[src/rtl/papc_params.svh]
// Offsets, field positions, reset values and masks for the port A pad block
`ifndef PAPC_PARAMS_SVH
`define PAPC_PARAMS_SVH
`define PAPC_OFF_DIRECTION 12'hF00
`define PAPC_OFF_LATCH 12'hF04
`define PAPC_OFF_PINS 12'hF08
`define PAPC_OFF_ANALOG 12'hF0C
`define PAPC_OFF_MISC 12'hF10
`define PAPC_OFF_PAD_CONFIG_ONE 12'hF3C
`define PAPC_OFF_OPEN_DRAIN_THREE 12'hF40
`define PAPC_PORT_MASK 8'hEF
`define PAPC_ANALOG_MASK 8'h1F
`define PAPC_MISC_MASK 8'h0F
`define PAPC_ODC3_MASK 8'h83
`define PAPC_PADCFG_MASK 8'h07
`define PAPC_RST_DIRECTION 8'hEF
`define PAPC_RST_LATCH 8'h00
`define PAPC_RST_ANALOG 8'h00
`define PAPC_RST_MISC 8'h00
`define PAPC_RST_ODC3 8'h00
`define PAPC_RST_PADCFG 8'h00
`define PAPC_BIT_SPI1_OD 0
`define PAPC_BIT_SPI2_OD 1
`define PAPC_BIT_PULSE_DELAY 7
`define PAPC_BIT_TTL 0
`define PAPC_BIT_CAL_SEL_LO 1
`define PAPC_BIT_CAL_SEL_HI 2
`define PAPC_BIT_CAL_OE 0
`define PAPC_BIT_CAL_OSC 1
`define PAPC_BIT_TMR_OSC 2
`define PAPC_BIT_BANDGAP 3
`define PAPC_RESP_OKAY 2'h0
`define PAPC_RESP_SLVERR 2'h2
`endif

[src/rtl/papc_pkg.sv]
// Types for the port A pad block
package papc_pkg;
    typedef enum logic [1:0] {
        cal_alarm,
        cal_seconds,
        cal_source,
        cal_reserved
    } papc_cal_sel_type;
    typedef struct packed {
        logic [7:0] out;
        logic [7:0] oe;
        logic [7:0] schmitt;
    } papc_pad_type;
    typedef struct packed {
        logic [7:0] direction;
        logic [7:0] latch;
        logic [7:0] analog;
        logic [7:0] misc;
        logic [7:0] odc3;
        logic [7:0] padcfg;
        logic [7:0] sync1;
        logic [7:0] sync2;
        logic [7:0] sync3;
        logic [4:0] cal_s1;
        logic [4:0] cal_s2;
        logic [4:0] cal_s3;
        logic [4:0] cal_lvl;
        logic [7:0] pins;
        papc_pad_type pad;
        logic cal_out;
        logic cal_oe;
        logic pulse_delay;
        logic [1:0] par_in;
        logic bandgap;
        logic ttl;
        logic [7:0] ana_en;
        logic aw_full;
        logic [11:0] aw_addr;
        logic w_full;
        logic [7:0] w_data;
        logic w_strb;
        logic awready;
        logic wready;
        logic bvalid;
        logic [1:0] bresp;
        logic arready;
        logic rvalid;
        logic [31:0] rdata;
        logic [1:0] rresp;
    } papc_state_type;
endpackage : papc_pkg

[src/rtl/papc_top.sv]
// Port A pad control with AXI4-Lite register access
//
// Implementation choice: register access over AXI4-Lite.
`timescale 1ns/10ps
`default_nettype none
`include "papc_params.svh"
module papc_top #(
    parameter int ADDR_W = 12
) (
    input wire logic aclk, // System clock
    input wire logic aresetn, // Synchronous reset, active low
    input wire logic [ADDR_W-1:0] s_axi_awaddr, // Write address
    input wire logic [2:0] s_axi_awprot, // Unused protection
    input wire logic s_axi_awvalid, // Write address valid
    output logic s_axi_awready, // Write address ready
    input wire logic [31:0] s_axi_wdata, // Write data
    input wire logic [3:0] s_axi_wstrb, // Write strobes
    input wire logic s_axi_wvalid, // Write data valid
    output logic s_axi_wready, // Write data ready
    output logic [1:0] s_axi_bresp, // Write response
    output logic s_axi_bvalid, // Write response valid
    input wire logic s_axi_bready, // Write response ready
    input wire logic [ADDR_W-1:0] s_axi_araddr, // Read address
    input wire logic [2:0] s_axi_arprot, // Unused protection
    input wire logic s_axi_arvalid, // Read address valid
    output logic s_axi_arready, // Read address ready
    output logic [31:0] s_axi_rdata, // Read data
    output logic [1:0] s_axi_rresp, // Read response
    output logic s_axi_rvalid, // Read data valid
    input wire logic s_axi_rready, // Read data ready
    input wire logic [7:0] pad_in, // Pin levels
    output papc_pkg::papc_pad_type pad, // Pin drive, enable, buffer type
    input wire logic osc_pins_taken, // Oscillator owns pins six and seven
    input wire logic [1:0] remap_active, // Remapped peripheral on pins zero, one
    input wire logic [1:0] remap_out, // Remapped peripheral output data
    input wire logic [1:0] remap_is_spi1, // Remapped output is serial port one
    input wire logic [1:0] remap_is_spi2, // Remapped output is serial port two
    input wire logic [1:0] par_own, // Parallel port owns pins zero, one
    input wire logic [1:0] par_out, // Parallel port output data
    input wire logic [1:0] par_oe, // Parallel port output enable
    output logic [1:0] par_in, // Parallel port input from pins
    output logic parallel_port_ttl_select, // Parallel inputs use TTL
    output logic pulse_delay_input, // Pulse-delay input to timing unit
    output logic bandgap_out, // Band-gap reference on pin one
    output logic [7:0] analog_in_enable, // Converter input per pin
    input wire logic cal_alarm_pulse, // Calendar alarm pulse
    input wire logic cal_seconds_clock, // Calendar seconds clock
    input wire logic intrc_clk, // Internal RC clock level
    input wire logic sec_osc_clk, // Secondary oscillator level
    input wire logic ext_timer_clk, // External timer clock level
    output logic calendar_pin_out, // Calendar pin data
    output logic calendar_pin_oe // Calendar pin drive enable
);
    import papc_pkg::*;

    papc_state_type st_reg;
    papc_state_type st_next;

    function automatic logic [7:0] merge_wr(
        input logic [7:0] old,
        input logic [7:0] data,
        input logic [7:0] mask
    );
        merge_wr = (old & ~mask) | (data & mask);
    endfunction : merge_wr

    function automatic logic [7:0] accept_sync(
        input logic [7:0] held,
        input logic [7:0] s2,
        input logic [7:0] s3
    );
        accept_sync = (held & (s2 ^ s3)) | (s3 & ~(s2 ^ s3));
    endfunction : accept_sync

    logic [7:0] dig_mask;
    logic [7:0] pin_read;
    logic [7:0] rd_val;
    logic rd_hit;
    logic do_write;
    papc_cal_sel_type cal_sel;
    logic cal_src;
    logic od_on;
    logic spi1_od;
    logic spi2_od;
    logic [7:0] cal_acc;

    always_comb
    begin
        st_next = st_reg;
        dig_mask = {~osc_pins_taken, ~osc_pins_taken, st_reg.analog[4], 1'b0,
            st_reg.analog[3:0]};
        pin_read = st_reg.pins & dig_mask;
        rd_hit = 1'b1;
        rd_val = 8'h00;
        do_write = 1'b0;
        od_on = 1'b0;
        cal_src = 1'b0;
        spi1_od = st_reg.odc3[`PAPC_BIT_SPI1_OD];
        spi2_od = st_reg.odc3[`PAPC_BIT_SPI2_OD];
        cal_sel = papc_cal_sel_type'(st_reg.padcfg[`PAPC_BIT_CAL_SEL_HI:`PAPC_BIT_CAL_SEL_LO]);

        // Three-stage pin sampler
        st_next.sync1 = pad_in;
        st_next.sync2 = st_reg.sync1;
        st_next.sync3 = st_reg.sync2;
        st_next.pins = accept_sync(st_reg.pins, st_reg.sync2, st_reg.sync3);

        // Calendar and oscillator levels come from slow clocks
        st_next.cal_s1 = {cal_seconds_clock, cal_alarm_pulse, ext_timer_clk, sec_osc_clk,
            intrc_clk};
        st_next.cal_s2 = st_reg.cal_s1;
        st_next.cal_s3 = st_reg.cal_s2;
        cal_acc = accept_sync({3'b000, st_reg.cal_lvl}, {3'b000, st_reg.cal_s2},
            {3'b000, st_reg.cal_s3});
        st_next.cal_lvl = cal_acc[4:0];

        // Write channel capture in either order
        if (s_axi_awvalid && st_reg.awready)
        begin
            st_next.aw_full = 1'b1;
            st_next.aw_addr = 12'(s_axi_awaddr);
        end
        if (s_axi_wvalid && st_reg.wready)
        begin
            st_next.w_full = 1'b1;
            st_next.w_data = s_axi_wdata[7:0];
            st_next.w_strb = s_axi_wstrb[0];
        end
        if (st_reg.bvalid && s_axi_bready)
        begin
            st_next.bvalid = 1'b0;
        end
        if (st_reg.aw_full && st_reg.w_full && !st_reg.bvalid)
        begin
            do_write = 1'b1;
            st_next.aw_full = 1'b0;
            st_next.w_full = 1'b0;
            st_next.bvalid = 1'b1;
            st_next.bresp = `PAPC_RESP_OKAY;
        end
        if (do_write)
        begin
            case (st_reg.aw_addr)
                `PAPC_OFF_DIRECTION:
                begin
                    if (st_reg.w_strb)
                    begin
                        st_next.direction = merge_wr(st_reg.direction, st_reg.w_data,
                            `PAPC_PORT_MASK);
                    end
                end
                `PAPC_OFF_LATCH, `PAPC_OFF_PINS:
                begin
                    if (st_reg.w_strb)
                    begin
                        st_next.latch = merge_wr(st_reg.latch, st_reg.w_data,
                            `PAPC_PORT_MASK);
                    end
                end
                `PAPC_OFF_ANALOG:
                begin
                    if (st_reg.w_strb)
                    begin
                        st_next.analog = merge_wr(st_reg.analog, st_reg.w_data,
                            `PAPC_ANALOG_MASK);
                    end
                end
                `PAPC_OFF_MISC:
                begin
                    if (st_reg.w_strb)
                    begin
                        st_next.misc = merge_wr(st_reg.misc, st_reg.w_data,
                            `PAPC_MISC_MASK);
                    end
                end
                `PAPC_OFF_OPEN_DRAIN_THREE:
                begin
                    if (st_reg.w_strb)
                    begin
                        st_next.odc3 = merge_wr(st_reg.odc3, st_reg.w_data,
                            `PAPC_ODC3_MASK);
                    end
                end
                `PAPC_OFF_PAD_CONFIG_ONE:
                begin
                    if (st_reg.w_strb)
                    begin
                        st_next.padcfg = merge_wr(st_reg.padcfg, st_reg.w_data,
                            `PAPC_PADCFG_MASK);
                    end
                end
                default:
                begin
                    st_next.bresp = `PAPC_RESP_SLVERR;
                end
            endcase
        end

        // Read decode
        case (s_axi_araddr)
            `PAPC_OFF_DIRECTION:
            begin
                rd_val = st_reg.direction;
            end
            `PAPC_OFF_LATCH:
            begin
                rd_val = st_reg.latch;
            end
            `PAPC_OFF_PINS:
            begin
                rd_val = pin_read;
            end
            `PAPC_OFF_ANALOG:
            begin
                rd_val = st_reg.analog;
            end
            `PAPC_OFF_MISC:
            begin
                rd_val = st_reg.misc;
            end
            `PAPC_OFF_OPEN_DRAIN_THREE:
            begin
                rd_val = st_reg.odc3 & `PAPC_ODC3_MASK;
            end
            `PAPC_OFF_PAD_CONFIG_ONE:
            begin
                rd_val = st_reg.padcfg & `PAPC_PADCFG_MASK;
            end
            default:
            begin
                rd_hit = 1'b0;
            end
        endcase
        if (st_reg.rvalid && s_axi_rready)
        begin
            st_next.rvalid = 1'b0;
        end
        if (s_axi_arvalid && st_reg.arready)
        begin
            st_next.rvalid = 1'b1;
            st_next.rdata = {24'h000000, rd_val};
            st_next.rresp = rd_hit ? `PAPC_RESP_OKAY : `PAPC_RESP_SLVERR;
        end
        st_next.awready = !st_next.aw_full && !st_next.bvalid;
        st_next.wready = !st_next.w_full && !st_next.bvalid;
        st_next.arready = !st_next.rvalid;

        // Pad drivers, latch and direction by default
        st_next.pad.out = st_reg.latch & `PAPC_PORT_MASK;
        st_next.pad.oe = ~st_reg.direction & `PAPC_PORT_MASK;
        st_next.pad.schmitt = 8'h00;
        for (int i = 0; i < 2; i++)
        begin
            od_on = (remap_is_spi1[i] && spi1_od) || (remap_is_spi2[i] && spi2_od);
            if (par_own[i])
            begin
                st_next.pad.out[i] = par_out[i];
                st_next.pad.oe[i] = par_oe[i];
                st_next.pad.schmitt[i] = !st_reg.padcfg[`PAPC_BIT_TTL];
            end
            else if (remap_active[i])
            begin
                st_next.pad.schmitt[i] = st_reg.direction[i];
                if (od_on)
                begin
                    st_next.pad.out[i] = 1'b0;
                    st_next.pad.oe[i] = !st_reg.direction[i] && !remap_out[i];
                end
                else
                begin
                    st_next.pad.out[i] = remap_out[i];
                end
            end
        end
        if (osc_pins_taken)
        begin
            st_next.pad.out[7:6] = 2'b00;
            st_next.pad.oe[7:6] = 2'b00;
        end

        // Peripheral side of the pins
        st_next.par_in = st_reg.pins[1:0];
        st_next.ttl = st_reg.padcfg[`PAPC_BIT_TTL];
        st_next.pulse_delay = st_reg.odc3[`PAPC_BIT_PULSE_DELAY] && st_reg.pins[1];
        st_next.bandgap = st_reg.misc[`PAPC_BIT_BANDGAP];
        st_next.ana_en = {2'b00, ~st_reg.analog[4], 1'b0, ~st_reg.analog[3:0]};

        // Calendar pin source
        if (!st_reg.misc[`PAPC_BIT_CAL_OSC])
        begin
            cal_src = st_reg.cal_lvl[0];
        end
        else if (st_reg.misc[`PAPC_BIT_TMR_OSC])
        begin
            cal_src = st_reg.cal_lvl[1];
        end
        else
        begin
            cal_src = st_reg.cal_lvl[2];
        end
        case (cal_sel)
            cal_alarm: st_next.cal_out = st_reg.cal_lvl[3];
            cal_seconds: st_next.cal_out = st_reg.cal_lvl[4];
            cal_source: st_next.cal_out = cal_src;
            cal_reserved: st_next.cal_out = 1'b0;
            default: st_next.cal_out = 1'b0;
        endcase
        st_next.cal_oe = st_reg.misc[`PAPC_BIT_CAL_OE];
        if (!st_reg.misc[`PAPC_BIT_CAL_OE])
        begin
            st_next.cal_out = 1'b0;
        end
    end

    always_ff @(posedge aclk)
    begin
        if (!aresetn)
        begin
            st_reg <= '0;
            st_reg.direction <= `PAPC_RST_DIRECTION;
            st_reg.latch <= `PAPC_RST_LATCH;
            st_reg.analog <= `PAPC_RST_ANALOG;
            st_reg.misc <= `PAPC_RST_MISC;
            st_reg.odc3 <= `PAPC_RST_ODC3;
            st_reg.padcfg <= `PAPC_RST_PADCFG;
        end
        else
        begin
            st_reg <= st_next;
        end
    end

    assign s_axi_awready = st_reg.awready;
    assign s_axi_wready = st_reg.wready;
    assign s_axi_bvalid = st_reg.bvalid;
    assign s_axi_bresp = st_reg.bresp;
    assign s_axi_arready = st_reg.arready;
    assign s_axi_rvalid = st_reg.rvalid;
    assign s_axi_rdata = st_reg.rdata;
    assign s_axi_rresp = st_reg.rresp;
    assign pad = st_reg.pad;
    assign par_in = st_reg.par_in;
    assign parallel_port_ttl_select = st_reg.ttl;
    assign pulse_delay_input = st_reg.pulse_delay;
    assign bandgap_out = st_reg.bandgap;
    assign analog_in_enable = st_reg.ana_en;
    assign calendar_pin_out = st_reg.cal_out;
    assign calendar_pin_oe = st_reg.cal_oe;
endmodule : papc_top
`default_nettype wire

[config.mk]
export PLATFORM = sky130hd
export DESIGN_NAME = papc_top
export DESIGN_NICKNAME = d
export VERILOG_FILES = /design/src/rtl/papc_pkg.sv /design/src/rtl/papc_top.sv
export VERILOG_INCLUDE_DIRS = /design/src /design/src/rtl
export SDC_FILE = /design/constraint.sdc
export NUM_CORES = 1
export LEC_CHECK = 0
export ABC_AREA = 1
export BUFFER_PORTS_ARGS = -buffer_cell sky130_fd_sc_hd__buf_2
export CORE_ASPECT_RATIO = 1.4
export CORE_MARGIN = 1.5
export CORE_UTILIZATION = 51
export CTS_CLUSTER_DIAMETER = 100
export DETAILED_ROUTE_END_ITERATION = 10
export PLACE_DENSITY = 0.79
export SLEW_MARGIN = 10
export SYNTH_ARGS = -nofsm -noshare
export SYNTH_HDL_FRONTEND = slang
export SYNTH_SLANG_ARGS = --single-unit
[constraint.sdc]
create_clock -name aclk -period 1.47 [get_ports aclk]
set_input_delay 0.2205 -clock aclk [delete_from_list [all_inputs] [get_ports aclk]]
set_output_delay 0.2205 -clock aclk [all_outputs]
set_load 0.02 [all_outputs]
==> results.sh <==
export IMPL_synth_top_area_share_pct=48.1
export IMPL_overflow=0
export IMPL_crit_arrival_ns=1.72
export IMPL_wl_per_cell_um=12.4
export IMPL_cts_inserted_buffers=17
export IMPL_ios=181
export IMPL_maxCapViolCount=0
export IMPL_cts_tree="yes"
export IMPL_largest_register_ffs=59
export IMPL_cts_clk_slew_worst_paths_ns=0.06
export IMPL_p_leak_nw=3.67
export IMPL_skew_ns=0.00699
export IMPL_cp_max_fo=6
export IMPL_synth_area_leaders="dfxtp_1 48%, buf_4 8.9%, nand2_1 8.1%"
export IMPL_final_antenna_net_count=0
export IMPL_synth_ff_type="dfxtp_1"
export IMPL_yosysWarnings=0
export IMPL_fin_area_mm2=0.00723
export IMPL_critPathKind="flop to flop"
export IMPL_finalSetupTns_ns=0
export IMPL_rsz0062_at_grt="yes"
export IMPL_fmax_mhz=710
export IMPL_drc=0
export IMPL_num_antenna_cells=0
export IMPL_dpl_cell_area_mm2=0.00639
export IMPL_cp_end_kind="flop"
export IMPL_yosysSeqAreaShare_pct=48.1
export IMPL_syn_avg_cell_area_um2=7.65
export IMPL_dpl_hpwl_mm=9.41
export IMPL_num_rows=46
export IMPL_slew_violations=0
export IMPL_grt_pass1_vias=4654
export IMPL_cts_sinks=144
export IMPL_async_flop_share_pct=0
export IMPL_synth_top_area_cell="dfxtp_1"
export IMPL_area_growth_pct=20.5
export IMPL_status="finished, final reports clean"
export IMPL_syn_cell_area_mm2=0.00600
export IMPL_drtIter0Drc=286
export IMPL_synth_seq_cells=144
export IMPL_grt_pass1_wl_mm=20.9
export IMPL_period_minus_slack_ns=1.41
export IMPL_antenna_found_initial=0
export IMPL_vias_per_cell=4.81
export IMPL_period_share_pct=95.8
export IMPL_initial_core_util_pct=52.6
export IMPL_hold_viol=0
export IMPL_fin_nets=1000
export IMPL_power_density_mw_per_mm2=1220
export IMPL_die_w_um=94.7
export IMPL_setup_viol=0
export IMPL_track_usage_pct=21.6
export IMPL_postSynthCellCount=784
export IMPL_io_buffers=110
export IMPL_start_kind="flop"
export IMPL_ys_types=31
export IMPL_grt_max_degree=44
export IMPL_drtPass1Iterations=5
export IMPL_ctsHtreeMaxLevel=4
export IMPL_cts_max_path_buffers=2
export IMPL_worstPathRequired_ns=1.78
export IMPL_vias=5079
export IMPL_die_area_mm2=0.0124
export IMPL_finalWirelength_mm=13.1
export IMPL_clockRootBuffer="clkbuf_16"
export IMPL_hold_class="input port to flop"
export IMPL_irDropWorstVdd_uv=759
export IMPL_gp_routability_congestion=0.882
export IMPL_clock_latency_ns=0.42
export IMPL_drive_above_1_share_pct=23.0
export IMPL_synth_edf_count=0
export IMPL_core_area_mm2=0.0114
export IMPL_die_h_um=131
## cells by family after synthesis
| kind of cell | count (synthesis) | synth area share [%] |
|---|---|---|
| AND/OR/NAND/NOR | 335 | 25.4 |
| buffers and inverters | 192 | 16.7 |
| flip-flops | 144 | 48.1 |
| AO/OA/AOI/OAI | 112 | 9.76 |
| other | 1 | 0.0625 |
## critical path, cell delays in order (launching register included)
cell	delay (ns)
dfxtp_1	0.31
inv_1	0.08
nand3_2	0.11
nor2_4	0.17
buf_12	0.13
buf_4	0.10
nand3_2	0.14
o21ai_0	0.20
a21oi_1	0.06
## path summary, 6_finish.rpt
check	end	start	slack [ns]	depth (start not counted)
worst max register to register	st_next[72]	s_axi_bvalid	0.06	8
worst max-delay path	st_next[72]	s_axi_bvalid	0.06	8
worst min register to register	st_next[131]	st_next[139]	0.41	2
worst min-delay path	pad[0]	par_own[0]	0.02	2
## final cells by class
class                           count  area [µm²]
Clock inverter                     14         133
Fill cell                        1021        4170
Timing Repair Buffer              152         921
Clock buffer                       18         429
Multi-Input combinational cell    483        2300
Sequential cell                   144        2890
Inverter                          101         380
Tap cell                          144         180
## Yosys cell counts, drive strengths merged, types with 3 or more instances
library cell and number:
a211oi 3, a21oi 49, buf 76, clkbuf 15, dfxtp 144, inv 99
nand2 134, nand3 49, nand4 15, nor2 128, nor3 3, nor4 4
o21ai 57
## through the flow
stage	worst slack [ns]	cells	total power, W	utilization, %	hold slack [ns]
after floorplan	0.163	819	0.00469	-	0.318
after global placement	0.0554	1000	0.00482	56.1	0.395
after detailed placement	0.00268	1000	0.00483	56.1	0.395
after CTS	-0.000166	1046	0.00887	62.2	0.0185
after global routing	-0.0181	1056	0.00919	63.4	0.0390
final	0.0610	1056	0.00885	63.4	0.0245
## cells in the final DEF (no fill, tap or decap), types with 2 or more instances in the layout
cell type	count
o21ai_1	6
clkinv_2	3
conb_1	36
nor2_4	8
a22o_1	2
inv_6	5
clkbuf_16	17
nor2_1	113
buf_2	110
o21ai_0	51
clkinvlp_4	3
a21oi_1	47
nand2_2	3
nand2_1	130
nor2_2	6
a21oi_2	2
nand3_2	5
dfxtp_1	138
buf_4	28
nand3_1	44
a211oi_1	3
nand3b_1	2
inv_1	99
clkinv_4	3
nor4_1	3
dlygate4sd3_1	12
nand4_1	12
nand4_4	3
buf_12	2
dfxtp_2	6
## report_power, final
part | internal, W | total, W | leakage (nW) | switching, W
combinational | 0.000250 | 0.000698 | 2.22 | 0.000448
sequential | 0.00402 | 0.00411 | 1.18 | 0.0000814
clock | 0.00235 | 0.00404 | 0.268 | 0.00170
## metal layers
| metal | share of wire [%] | routed length (µm) | track usage, % | vias up |
|---|---|---|---|---|
| met1 | 39 | 5170 | 23.5 | 2259 |
| met5 | 0 | 0 | 0 | - |
| met3 | 5.8 | 755 | 5.27 | 35 |
| met4 | 3.6 | 478 | 10.9 | 0 |
| met2 | 51 | 6700 | 37.8 | 186 |
| li1 | - | - | - | 2599 |
## repair_timing
item | CTS | global route
resized for setup | 0 | 21
buffers inserted | 2 | 10
hold endpoints to repair | 12 | 0
cloned | 0 | 0
hold buffers | 12 | 0
setup endpoints to repair | 3 | 24
pin swaps | 0 | 4
(Power assumes the default switching activity.)
